[config.mk]
export PLATFORM = sky130hd
export DESIGN_NAME = fpim_flash_irq
export DESIGN_NICKNAME = d
export VERILOG_FILES = /design/src/common/fpim_pkg.sv /design/src/rtl/fpim_flash_irq.sv /design/src/rtl/fpim_pin_sync.sv
export SDC_FILE = /design/constraint.sdc
export NUM_CORES = 1
export LEC_CHECK = 0
export BUFFER_PORTS_ARGS = -buffer_cell sky130_fd_sc_hd__buf_2
export CELL_PAD_IN_SITES_DETAIL_PLACEMENT = 0
export CELL_PAD_IN_SITES_GLOBAL_PLACEMENT = 1
export CORE_MARGIN = 2
export CORE_UTILIZATION = 51
export CTS_CLUSTER_SIZE = 16
export DETAILED_ROUTE_END_ITERATION = 12
export GPL_TIMING_DRIVEN = 0
export HOLD_SLACK_MARGIN = 0.02
export PLACE_DENSITY_LB_ADDON = 0.1
export SYNTH_ARGS = -nofsm -noshare
export SYNTH_HDL_FRONTEND = slang
export SYNTH_SLANG_ARGS = --single-unit
export TNS_END_PERCENT = 100
[constraint.sdc]
create_clock -name clk_in -period 4.32 [get_ports clk_in]
set_input_delay 0.216 -clock clk_in [delete_from_list [all_inputs] [get_ports clk_in]]
set_output_delay 0.216 -clock clk_in [all_outputs]
set_load 0.01 [all_outputs]
[src/common/fpim_pkg.sv]
package fpim_pkg;
    // ------------------------------------------------------------
    // Register offsets (byte addresses)
    // ------------------------------------------------------------
    localparam logic [7:0] OFS_RAW_EVENTS   = 8'h30;
    localparam logic [7:0] OFS_C0_ENABLE    = 8'h34;
    localparam logic [7:0] OFS_C0_FORCE     = 8'h38;
    localparam logic [7:0] OFS_C0_STATUS    = 8'h3C;
    localparam logic [7:0] OFS_C1_ENABLE    = 8'h40;
    localparam logic [7:0] OFS_C1_FORCE     = 8'h44;
    localparam logic [7:0] OFS_C1_STATUS    = 8'h48;
    localparam logic [7:0] OFS_WAKE_ENABLE  = 8'h4C;

    // ------------------------------------------------------------
    // Field layout
    // ------------------------------------------------------------
    localparam int         NUM_PINS         = 6;
    localparam int         EV_PER_PIN       = 4;
    localparam int         EV_BITS          = NUM_PINS * EV_PER_PIN;
    localparam int         EV_LEVEL_LOW     = 0;
    localparam int         EV_LEVEL_HIGH    = 1;
    localparam int         EV_EDGE_LOW      = 2;
    localparam int         EV_EDGE_HIGH     = 3;
    localparam int         BUS_W            = 32;
    localparam int         RSVD_W           = BUS_W - EV_BITS;
    localparam logic [EV_BITS-1:0] EV_RESET = 24'h000000;
    localparam logic [BUS_W-1:0]   RD_ZERO  = 32'h00000000;
endpackage

[src/rtl/fpim_flash_irq.sv]
module fpim_flash_irq
    import fpim_pkg::*;
(
    // Clock and reset
    input  wire logic              clk_in,
    input  wire logic              arst_n_in,
    // Flash bank pins: clk, select, data0..data3
    input  wire logic [NUM_PINS-1:0] pin_level_in,
    // APB slave
    input  wire logic              psel_in,
    input  wire logic              penable_in,
    input  wire logic              pwrite_in,
    input  wire logic [7:0]        paddr_in,
    input  wire logic [BUS_W-1:0]  pwdata_in,
    input  wire logic [3:0]        pstrb_in,
    output logic                   pready_out,
    output logic                   pslverr_out,
    output logic      [BUS_W-1:0]  prdata_out,
    // Interrupt lines
    output logic                   core0_irq_out,
    output logic                   core1_irq_out,
    output logic                   wake_irq_out
);
    // ------------------------------------------------------------
    // Declarations
    // ------------------------------------------------------------
    logic [NUM_PINS-1:0] level;
    logic [NUM_PINS-1:0] level_d_ff;
    logic [EV_BITS-1:0]  edge_ff;
    logic [EV_BITS-1:0]  nxt_edge;
    logic [EV_BITS-1:0]  raw_pin_events;
    logic [EV_BITS-1:0]  core0_irq_enable_mask_ff;
    logic [EV_BITS-1:0]  core0_irq_force_ff;
    logic [EV_BITS-1:0]  core1_irq_enable_mask_ff;
    logic [EV_BITS-1:0]  core1_irq_force_ff;
    logic [EV_BITS-1:0]  wake_irq_enable_mask_ff;
    logic [EV_BITS-1:0]  nxt_c0_en;
    logic [EV_BITS-1:0]  nxt_c0_frc;
    logic [EV_BITS-1:0]  nxt_c1_en;
    logic [EV_BITS-1:0]  nxt_c1_frc;
    logic [EV_BITS-1:0]  nxt_wake_en;
    logic [EV_BITS-1:0]  core0_masked_irq_status;
    logic [EV_BITS-1:0]  core1_masked_irq_status;
    logic [EV_BITS-1:0]  wake_status;
    logic [EV_BITS-1:0]  wdata_ev;
    logic [BUS_W-1:0]    nxt_prdata;
    logic                nxt_pready;
    logic                nxt_pslverr;
    logic                setup;
    logic                wr;

    // Byte-lane merge of a write into a 24-bit event register
    function automatic logic [EV_BITS-1:0] merge(input logic [EV_BITS-1:0] cur,
                                                 input logic [BUS_W-1:0]   wd,
                                                 input logic [3:0]         st);
        logic [EV_BITS-1:0] r;
        r = cur;
        for (int b = 0; b < EV_BITS / 8; b++)
        begin
            if (st[b])
            begin
                r[b*8 +: 8] = wd[b*8 +: 8];
            end
        end
        return r;
    endfunction

    // Address is one of the mapped registers
    function automatic logic mapped(input logic [7:0] a);
        return a == OFS_RAW_EVENTS || a == OFS_C0_ENABLE || a == OFS_C0_FORCE
            || a == OFS_C0_STATUS || a == OFS_C1_ENABLE || a == OFS_C1_FORCE
            || a == OFS_C1_STATUS || a == OFS_WAKE_ENABLE;
    endfunction

    // ------------------------------------------------------------
    // Pin synchroniser
    // ------------------------------------------------------------
    fpim_pin_sync #(
        .WIDTH     (NUM_PINS)
    ) u_sync (
        .clk_in    (clk_in),
        .arst_n_in (arst_n_in),
        .pin_in    (pin_level_in),
        .level_out (level)
    );

    // APB request qualifiers; access phase lasts one cycle
    assign setup    = psel_in && !penable_in;
    assign wr       = psel_in && penable_in && pwrite_in;
    assign wdata_ev = merge(EV_RESET, pwdata_in, pstrb_in);

    // ------------------------------------------------------------
    // Raw events and masked status
    // ------------------------------------------------------------
    // Event nibbles per pin; edges sticky, set beats write-one clear
    always_comb
    begin
        nxt_edge       = edge_ff;
        raw_pin_events = edge_ff;
        for (int p = 0; p < NUM_PINS; p++)
        begin
            raw_pin_events[p*EV_PER_PIN + EV_LEVEL_LOW]  = !level[p];
            raw_pin_events[p*EV_PER_PIN + EV_LEVEL_HIGH] = level[p];
            if (wr && paddr_in == OFS_RAW_EVENTS)
            begin
                nxt_edge[p*EV_PER_PIN + EV_EDGE_LOW]  =
                    edge_ff[p*EV_PER_PIN + EV_EDGE_LOW] & !wdata_ev[p*EV_PER_PIN + EV_EDGE_LOW];
                nxt_edge[p*EV_PER_PIN + EV_EDGE_HIGH] =
                    edge_ff[p*EV_PER_PIN + EV_EDGE_HIGH] & !wdata_ev[p*EV_PER_PIN + EV_EDGE_HIGH];
            end
            if (level_d_ff[p] && !level[p])
            begin
                nxt_edge[p*EV_PER_PIN + EV_EDGE_LOW] = 1'b1;
            end
            if (!level_d_ff[p] && level[p])
            begin
                nxt_edge[p*EV_PER_PIN + EV_EDGE_HIGH] = 1'b1;
            end
            nxt_edge[p*EV_PER_PIN + EV_LEVEL_LOW]  = 1'b0;
            nxt_edge[p*EV_PER_PIN + EV_LEVEL_HIGH] = 1'b0;
        end
        core0_masked_irq_status = (raw_pin_events & core0_irq_enable_mask_ff)
                                | core0_irq_force_ff;
        core1_masked_irq_status = (raw_pin_events & core1_irq_enable_mask_ff)
                                | core1_irq_force_ff;
        wake_status             = raw_pin_events & wake_irq_enable_mask_ff;
    end

    // ------------------------------------------------------------
    // Register writes
    // ------------------------------------------------------------
    // Enable and force next values
    always_comb
    begin
        nxt_c0_en   = core0_irq_enable_mask_ff;
        nxt_c0_frc  = core0_irq_force_ff;
        nxt_c1_en   = core1_irq_enable_mask_ff;
        nxt_c1_frc  = core1_irq_force_ff;
        nxt_wake_en = wake_irq_enable_mask_ff;
        if (wr)
        begin
            case (paddr_in)
                OFS_C0_ENABLE:   nxt_c0_en   = merge(core0_irq_enable_mask_ff, pwdata_in, pstrb_in);
                OFS_C0_FORCE:    nxt_c0_frc  = merge(core0_irq_force_ff, pwdata_in, pstrb_in);
                OFS_C1_ENABLE:   nxt_c1_en   = merge(core1_irq_enable_mask_ff, pwdata_in, pstrb_in);
                OFS_C1_FORCE:    nxt_c1_frc  = merge(core1_irq_force_ff, pwdata_in, pstrb_in);
                OFS_WAKE_ENABLE: nxt_wake_en = merge(wake_irq_enable_mask_ff, pwdata_in, pstrb_in);
                default:         nxt_c0_en   = core0_irq_enable_mask_ff;
            endcase
        end
    end

    // Read mux, reserved upper bits zero
    always_comb
    begin
        nxt_prdata  = prdata_out;
        nxt_pready  = setup;
        nxt_pslverr = setup && !mapped(paddr_in);
        if (setup && !pwrite_in)
        begin
            case (paddr_in)
                OFS_RAW_EVENTS:  nxt_prdata = {{RSVD_W{1'b0}}, raw_pin_events};
                OFS_C0_ENABLE:   nxt_prdata = {{RSVD_W{1'b0}}, core0_irq_enable_mask_ff};
                OFS_C0_FORCE:    nxt_prdata = {{RSVD_W{1'b0}}, core0_irq_force_ff};
                OFS_C0_STATUS:   nxt_prdata = {{RSVD_W{1'b0}}, core0_masked_irq_status};
                OFS_C1_ENABLE:   nxt_prdata = {{RSVD_W{1'b0}}, core1_irq_enable_mask_ff};
                OFS_C1_FORCE:    nxt_prdata = {{RSVD_W{1'b0}}, core1_irq_force_ff};
                OFS_C1_STATUS:   nxt_prdata = {{RSVD_W{1'b0}}, core1_masked_irq_status};
                OFS_WAKE_ENABLE: nxt_prdata = {{RSVD_W{1'b0}}, wake_irq_enable_mask_ff};
                default:         nxt_prdata = RD_ZERO;
            endcase
        end
    end

    // State registers
    always_ff @(posedge clk_in or negedge arst_n_in)
    begin
        if (!arst_n_in)
        begin
            level_d_ff               <= '0;
            edge_ff                  <= EV_RESET;
            core0_irq_enable_mask_ff <= EV_RESET;
            core0_irq_force_ff       <= EV_RESET;
            core1_irq_enable_mask_ff <= EV_RESET;
            core1_irq_force_ff       <= EV_RESET;
            wake_irq_enable_mask_ff  <= EV_RESET;
            prdata_out               <= RD_ZERO;
            pready_out               <= 1'b0;
            pslverr_out              <= 1'b0;
            core0_irq_out            <= 1'b0;
            core1_irq_out            <= 1'b0;
            wake_irq_out             <= 1'b0;
        end
        else
        begin
            level_d_ff               <= level;
            edge_ff                  <= nxt_edge;
            core0_irq_enable_mask_ff <= nxt_c0_en;
            core0_irq_force_ff       <= nxt_c0_frc;
            core1_irq_enable_mask_ff <= nxt_c1_en;
            core1_irq_force_ff       <= nxt_c1_frc;
            wake_irq_enable_mask_ff  <= nxt_wake_en;
            prdata_out               <= nxt_prdata;
            pready_out               <= nxt_pready;
            pslverr_out              <= nxt_pslverr;
            core0_irq_out            <= |core0_masked_irq_status;
            core1_irq_out            <= |core1_masked_irq_status;
            wake_irq_out             <= |wake_status;
        end
    end

    // ------------------------------------------------------------
    // Assertions
    // ------------------------------------------------------------
    AST_C0_LINE: assert property (@(posedge clk_in) disable iff (!arst_n_in)
        ##1 core0_irq_out == $past(|core0_masked_irq_status))
        else $error("core0 line does not follow status");
    AST_C1_LINE: assert property (@(posedge clk_in) disable iff (!arst_n_in)
        (|core1_irq_force_ff) |=> core1_irq_out)
        else $error("core1 force did not raise line");
    AST_C0_FORCE: assert property (@(posedge clk_in) disable iff (!arst_n_in)
        (setup && !pwrite_in && paddr_in == OFS_C0_STATUS)
        |=> (prdata_out[EV_BITS-1:0] & $past(core0_irq_force_ff)) == $past(core0_irq_force_ff))
        else $error("core0 force bit not in status read");
    AST_C1_MASK: assert property (@(posedge clk_in) disable iff (!arst_n_in)
        (setup && !pwrite_in && paddr_in == OFS_C1_STATUS)
        |=> (prdata_out[EV_BITS-1:0]
             & ~$past(core1_irq_force_ff | core1_irq_enable_mask_ff)) == '0)
        else $error("core1 status read set without enable");
    AST_C1_EN_WR: assert property (@(posedge clk_in) disable iff (!arst_n_in)
        (wr && paddr_in == OFS_C1_ENABLE && pstrb_in == 4'hF)
        |=> core1_irq_enable_mask_ff == $past(pwdata_in[EV_BITS-1:0]))
        else $error("core1 enable write lost");
    AST_C1_FRC_WR: assert property (@(posedge clk_in) disable iff (!arst_n_in)
        (wr && paddr_in == OFS_C1_FORCE && pstrb_in == 4'hF)
        |=> core1_irq_force_ff == $past(pwdata_in[EV_BITS-1:0]))
        else $error("core1 force write lost");
    AST_RSVD: assert property (@(posedge clk_in) disable iff (!arst_n_in)
        pready_out |-> prdata_out[BUS_W-1:EV_BITS] == '0)
        else $error("reserved bits read nonzero");
    AST_LEVEL: assert property (@(posedge clk_in) disable iff (!arst_n_in)
        (setup && !pwrite_in && paddr_in == OFS_RAW_EVENTS)
        |=> prdata_out[EV_LEVEL_LOW] != prdata_out[EV_LEVEL_HIGH])
        else $error("clock pin level bits inconsistent in read");
    AST_EDGE: assert property (@(posedge clk_in) disable iff (!arst_n_in)
        (!level_d_ff[0] && level[0]) |=> edge_ff[EV_EDGE_HIGH])
        else $error("rising edge not latched");
    AST_WAKE_WR: assert property (@(posedge clk_in) disable iff (!arst_n_in)
        (wr && paddr_in == OFS_WAKE_ENABLE && pstrb_in == 4'hF)
        |=> wake_irq_enable_mask_ff == $past(pwdata_in[EV_BITS-1:0]))
        else $error("wake enable write lost");
    AST_C0_WR: assert property (@(posedge clk_in) disable iff (!arst_n_in)
        (wr && paddr_in == OFS_C0_FORCE && pstrb_in == 4'hF)
        |=> core0_irq_force_ff == $past(pwdata_in[EV_BITS-1:0]))
        else $error("core0 force write lost");
endmodule // fpim_flash_irq

[src/rtl/fpim_pin_sync.sv]
// ------------------------------------------------------------
// Three-stage pin synchroniser with agreement filter
// ------------------------------------------------------------
module fpim_pin_sync
    import fpim_pkg::*;
#(
    parameter int WIDTH = 6
)
(
    // Clock and reset
    input  wire logic             clk_in,
    input  wire logic             arst_n_in,
    // Asynchronous pins and filtered level
    input  wire logic [WIDTH-1:0] pin_in,
    output logic      [WIDTH-1:0] level_out
);
    logic [WIDTH-1:0] s1_ff;
    logic [WIDTH-1:0] s2_ff;
    logic [WIDTH-1:0] s3_ff;
    logic [WIDTH-1:0] nxt_level;

    // Level moves only when the second and third stages agree
    always_comb
    begin
        for (int i = 0; i < WIDTH; i++)
        begin
            nxt_level[i] = (s2_ff[i] == s3_ff[i]) ? s2_ff[i] : level_out[i];
        end
    end

    // Synchroniser stages
    always_ff @(posedge clk_in or negedge arst_n_in)
    begin
        if (!arst_n_in)
        begin
            s1_ff     <= '0;
            s2_ff     <= '0;
            s3_ff     <= '0;
            level_out <= '0;
        end
        else
        begin
            s1_ff     <= pin_in;
            s2_ff     <= s1_ff;
            s3_ff     <= s2_ff;
            level_out <= nxt_level;
        end
    end
endmodule // fpim_pin_sync

**Word level (Yosys, flattened, before mapping)**

Cells that the tools add are included.

- Output and inout bits: 37
- Logic and storage cells: 178
- Register bits after elaboration: 199

- Bitwise operators: 17
- Reduce and logical (&&, ||, !) cells: 82
- Mux-type cells: 22
- Eq/ne operators: 14

Operators with widths:

| kind | count |
|---|---|
| one-hot mux 24 bit (8 select lines) | 1 |
| bitwise AND 24 bit | 3 |
| OR reduction 24 bit | 3 |
| bitwise OR 24 bit | 2 |
| AND reduction 3 bit | 15 |
| equality test 8 x 6 -> 1 bit, second input constant | 4 |
| equality test 8 x 7 -> 1 bit, second input constant | 4 |
| logical NOT 1 bit | 27 |
| two-way mux 8 bit | 3 |
| nonzero test 2 bit | 12 |
| logical AND 1 bit | 18 |
| bitwise AND 1 bit | 12 |
| two-way mux 1 bit | 12 |
| two-way mux 2 bit | 6 |
| logical OR 1 bit | 7 |
| equality test 1 bit | 6 |

**Longest topological paths before layout**

- Depth after elaboration: 10
- Depth in mapped cells: 7
- Gate-level depth less buffers: 4

**By module**

A second synthesis with hierarchy kept.

- Cells, all modules: 706
- Area total of the unflattened synthesis: 8759.7 um^2

Modules (own cells, without submodules):

| module | area an instance (um^2) | times used | cells an instance |
|---|---|---|---|
| fpim_flash_irq | 8091.5 | 1 | 676 |
| fpim_pin_sync | 668.1 | 1 | 30 |

**Worst setup path after synthesis**

OpenSTA, ideal clock, no wires.

- Path type: input to register
- Start: input port paddr_in[0]
- End: register core0_irq_force_ff[0]
- Setup slack: 2.326 ns
- Setup time: 0.125 ns
- Data arrival time: 1.869 ns
- Cell stages on the path: 7
- Buffers on the path: 3
- Cells stage by stage: buf_2 -> or4b_4 -> buf_6 -> or2_1 -> buf_6 -> nor2_8 -> mux2_4

- Word-level cells in the longest chain between the ends: 2

RTL lines:

| element | RTL line | text |
|---|---|---|
| start: declaration | fpim_flash_irq.sv:13 | `input wire logic [7:0] paddr_in,` |
| equality test 8 x 6 -> 1 bit | fpim_flash_irq.sv:142 | `case (paddr_in)` |
| AND reduction 3 bit (no source line) | -- |  |
| end signal: assignment | fpim_flash_irq.sv:199 | `core0_irq_force_ff <= nxt_c0_frc;` |
| end: declaration | fpim_flash_irq.sv:33 | `logic [EV_BITS-1:0] core0_irq_force_ff;` |

No other way between the ends.
A chain may end at the register's enable or synchronous reset.

**Worst setup path in the final report**

- Start: register u_sync.level_out[0]
- End: register core0_irq_out

- Word-level cells in the longest chain between the ends: 4

RTL lines:

| element | RTL line | text |
|---|---|---|
| start: declaration | fpim_pin_sync.sv:15 | `output logic [WIDTH-1:0] level_out` |
| start signal: assignment | fpim_pin_sync.sv:46 | `level_out <= nxt_level;` |
| logical NOT 1 bit | fpim_flash_irq.sv:102 | `raw_pin_events[p*EV_PER_PIN + EV_LEVEL_LOW] = !level[p];` |
| bitwise AND 24 bit * | fpim_flash_irq.sv:122 | `core0_masked_irq_status = (raw_pin_events & core0_irq_enable_mask_ff)` |
| bitwise OR 24 bit * | fpim_flash_irq.sv:123 | `\| core0_irq_force_ff;` |
| OR reduction 24 bit * | fpim_flash_irq.sv:206 | `core0_irq_out <= \|core0_masked_irq_status;` |
| end signal: assignment | fpim_flash_irq.sv:206 |  |
| end: declaration | fpim_flash_irq.sv:20 | `output logic core0_irq_out,` |

Every way passes the cells marked *; elsewhere a longest branch is shown, timed or not.

==> results by group <==
Timing
  • RSZ-0062 raised after global routing: no
  • Worst rel slew slack: 31.06%
  • Final Hold Fails: 0
  • Setup ws final: 1.963 ns
  • Final slew viol count: 0
  • Tmin final: 2.357 ns
  • Crit share post-route: 54.56%
  • Fin Clk Skew: 0.008783 ns
  • FMAX: 424.3 MHz
  • Setup-failing EPs final: 0
  • Setup TNS: 0 ns
  • Worst slew pin tran: 1.034 ns

Setup path
  • Worst-path maximum fanout: 8
  • Slowest Stage Delay on Critical Path: 0.58 ns
  • Worst Setup SP: u_sync.level_out[0]$_DFFE_PN0N_
  • Setup crit start kind: flop
  • Crit path arrival time: 2.64 ns
  • FF-to-FF Start: u_sync.level_out[0]$_DFFE_PN0N_
  • Crit Path Category: reg2reg
  • Crit. End Element: flop
  • Critical-path cell list: clkbuf_1, inv_1, a221oi_1, nand4_1, or4_1
  • Max stage delay cell, worst path: or4_1
  • Required @ worst endpoint: 4.61 ns
  • FF-to-FF path depth: 5

Pwr
  • Sw frac: approximately a quarter
  • PD cells: approximately 370 mW/mm²
  • Clk pwr share: 42.2%
  • Psw: 0.9953 mW
  • Worst VDD drop: 0.0004692 V
  • Logic pwr share: a little under a tenth
  • Pint: approximately 2.9 mW
  • Reg power frac: around half
  • P_leak: 4.908 nW

Clock network
  • Num CTS Buffers: 17
  • Post-CTS sizing: 0
  • Post CTS Setup Buffer Count: 0
  • H-Tree Depth: 4
  • Clock Latency Late Sink: 0.44 ns
  • Clock transition at path regs: 0.07 ns
  • CTS tree: yes
  • Clock buffer depth: 2
  • Root Buffer: clkbuf_16
  • Hold-fix buffers, CTS: 7
  • Sink Count: 191

Synth
  • Async S/R FF share, synth: between 90% and 100%
  • Synthesized area: 0.009054 mm²
  • Seq cells post-synth: 191
  • Syn Inst Count: 797
  • Mapped Avg Cell Area: 11.36 µm²
  • Sequential area share after synthesis: 52.79%
  • Synth Flop Type: dfrtp_1
  • Cell variety after synth: 45
  • Warnings, synthesis: 0
  • Post-synth EDFFs: 0

Placement
  • DPL Wire Length: 18.99 mm
  • Area after DPL: a little under 0.01 mm²
  • Gp weighted congestion: 0.9175
  • Port Buf Inserts: 71
  • Dpl ws: 1.588 ns

Cells and area
  • Number of antenna diodes: 0
  • Fin nets: approximately 960
  • Fraction of layout cells with a size suffix above 1: 25.66%
  • Area growth from synthesis to layout: 15.41%
  • Final instance area: 0.01045 mm²

Global routing
  • First-pass GRT wire length: 40.76 mm
  • Vias in the first global route: 6902
  • Antenna violations before repair: 0
  • Met1 Resource Use GR: between 40% and 50%
  • GR met2 Demand/Resource: 44.58%
  • GR Util met3: 7.211%
  • Gr usage total: 29.90%
  • Largest net degree at the start of global routing: 113
  • Gr ovfl total: 0
  • Gr busiest metal: met2

Run
  • Max cap viols: 0

Floorplan
  • Core area: 0.01730 mm²
  • Die footprint: 0.01883 mm²
  • I/O pin count: between 90 and 100
  • Die Span Y: 137.2 µm
  • Initial Util: 52.34%
  • Row count: 48
  • Die X-Extent: 137.2 µm

Route
  • DRC violations left: 0
  • Drt first pass iters: 7
  • Routed wire per std cell: 23.70 µm
  • Total number of vias: 7025
  • Antenna viol nets, final: 0
  • Via/cell ratio: between 6 and 7
  • Final wirelength: 27.04 mm
  • Iter 0 DRT Violations: between 600 and 700

Outcome
  • Outcome: finished, final reports clean

Worst hold path
  • Hold Crit Class: in2reg
  • Hold path depth: 2
  • Worst min-delay path startpoint: pwdata_in[4]
## layout by cell type, fill, tap and decap left out, types with 24 or more instances in the layout
cell type  instances
a21oi_1           43
dfrtp_1          191
o21ai_0           72
clkbuf_1          32
o2bb2ai_1         29
nor2_1            50
a31oi_1           24
mux2i_1           31
buf_2             75
mux2_4            24
mux2_2            83
nand2_1           67
## worst paths after layout
check	end	slack, ns
max	core0_irq_out$_DFF_PN0_	1.96
min	core0_irq_enable_mask_ff[4]$_DFFE_PN0P_	0.06
max reg2reg	core0_irq_out$_DFF_PN0_	1.96
min reg2reg	u_sync.s2_ff[0]$_DFF_PN0_	0.35
max in group asynchronous	prdata_out[19]$_DFFE_PN0P_	2.97
min in group asynchronous	u_sync.level_out[1]$_DFFE_PN0N_	0.37
## per-stage QoR
| step | utilization [%] | total power [mW] | hold slack (ns) | cells |
|---|---|---|---|---|
| 5_1_grt | 60.41 | 4.036 | 0.07072 | 1141 |
| 6_report | 60.41 | 3.900 | 0.06030 | 1141 |
| 3_3_place_gp | 56.18 | 2.269 | 0.3242 | 1100 |
| 2_1_floorplan | - | 2.090 | -0.07959 | 804 |
| 4_1_cts | 60.41 | 3.917 | 0.05362 | 1141 |
| 3_5_place_dp | 56.47 | 2.284 | 0.2468 | 1102 |
## metal layers
| layer | routed length, µm | vias to the layer above |
|---|---|---|
| li1 | - | 3110 |
| met1 | 11820 | 3541 |
| met2 | 12140 | 317 |
| met3 | 2277 | 57 |
| met4 | 798 | 0 |
| met5 | 0 | - |
## worst max-delay path: cells and delay by family, from the launching register on
kind | cells | cell delay (ns)
AND/OR/NAND/NOR | 2 | 0.75
buffers and inverters | 2 | 0.59
AO/OA/AOI/OAI | 1 | 0.52
flip-flops | 1 | 0.34
## sequential cells by signal, indices dropped and copies added, names as in the netlist, 6 cells and up
register / count
core1_irq_force_ff: 24
prdata_out: 24
u_sync.s2_ff: 6
core0_irq_enable_mask_ff: 24
core0_irq_force_ff: 24
u_sync.level_out: 6
u_sync.s3_ff: 6
level_d_ff: 6
wake_irq_enable_mask_ff: 24
core1_irq_enable_mask_ff: 24
edge_ff: 12
u_sync.s1_ff: 6
## cells in the mapped netlist, types with 17 or more instances
master | instances | area (µm²)
dfrtp_1 | 191 | 4780
mux2_2 | 83 | 934.7
o21ai_0 | 72 | 360.4
nand2_1 | 67 | 251.5
nor2_1 | 50 | 187.7
a21oi_1 | 43 | 215.2
clkbuf_1 | 31 | 116.4
mux2i_1 | 31 | 310.3
o2bb2ai_1 | 29 | 254.0
a31oi_1 | 24 | 150.1
mux2_4 | 24 | 360.4
inv_1 | 20 | 75.07
nand4_1 | 17 | 106.4
## power groups by stage
| stage | Clock, mW | Sequential (mW) | Combinational [mW] |
|---|---|---|---|
| after global routing | 1.74 | 1.91 | 0.388 |
| after detailed placement | 0 | 1.93 | 0.350 |
| final | 1.65 | 1.90 | 0.356 |
| after floorplan | 0 | 1.95 | 0.144 |
| after CTS | 1.66 | 1.90 | 0.356 |
| after global placement | 0 | 1.93 | 0.338 |
## layout make-up
type                            instances  area, µm²
Inverter                               20      75.07
Clock buffer                           18      429.2
Fill cell                            1452       6848
Tap cell                              225      281.5
Timing Repair Buffer                   80      470.5
Buffer                                 50      246.5
Multi-Input combinational cell        543       3985
Clock inverter                         14      181.4
Sequential cell                       191       4780
## kinds of logic (layout without fill, tap and decap cells)
kind of cell	Yosys count	count (layout)	share of synthesized area [%]
AOI/OAI and AO/OA	198	198	13.47
DFF	191	191	52.79
and+or+nand+nor	179	179	10.01
muxes	152	152	19.47
buffers and inverters	70	182	3.552
adders and majority gates	6	6	0.6634
other	1	8	0.04142
Power figures use the tool's default switching activity.
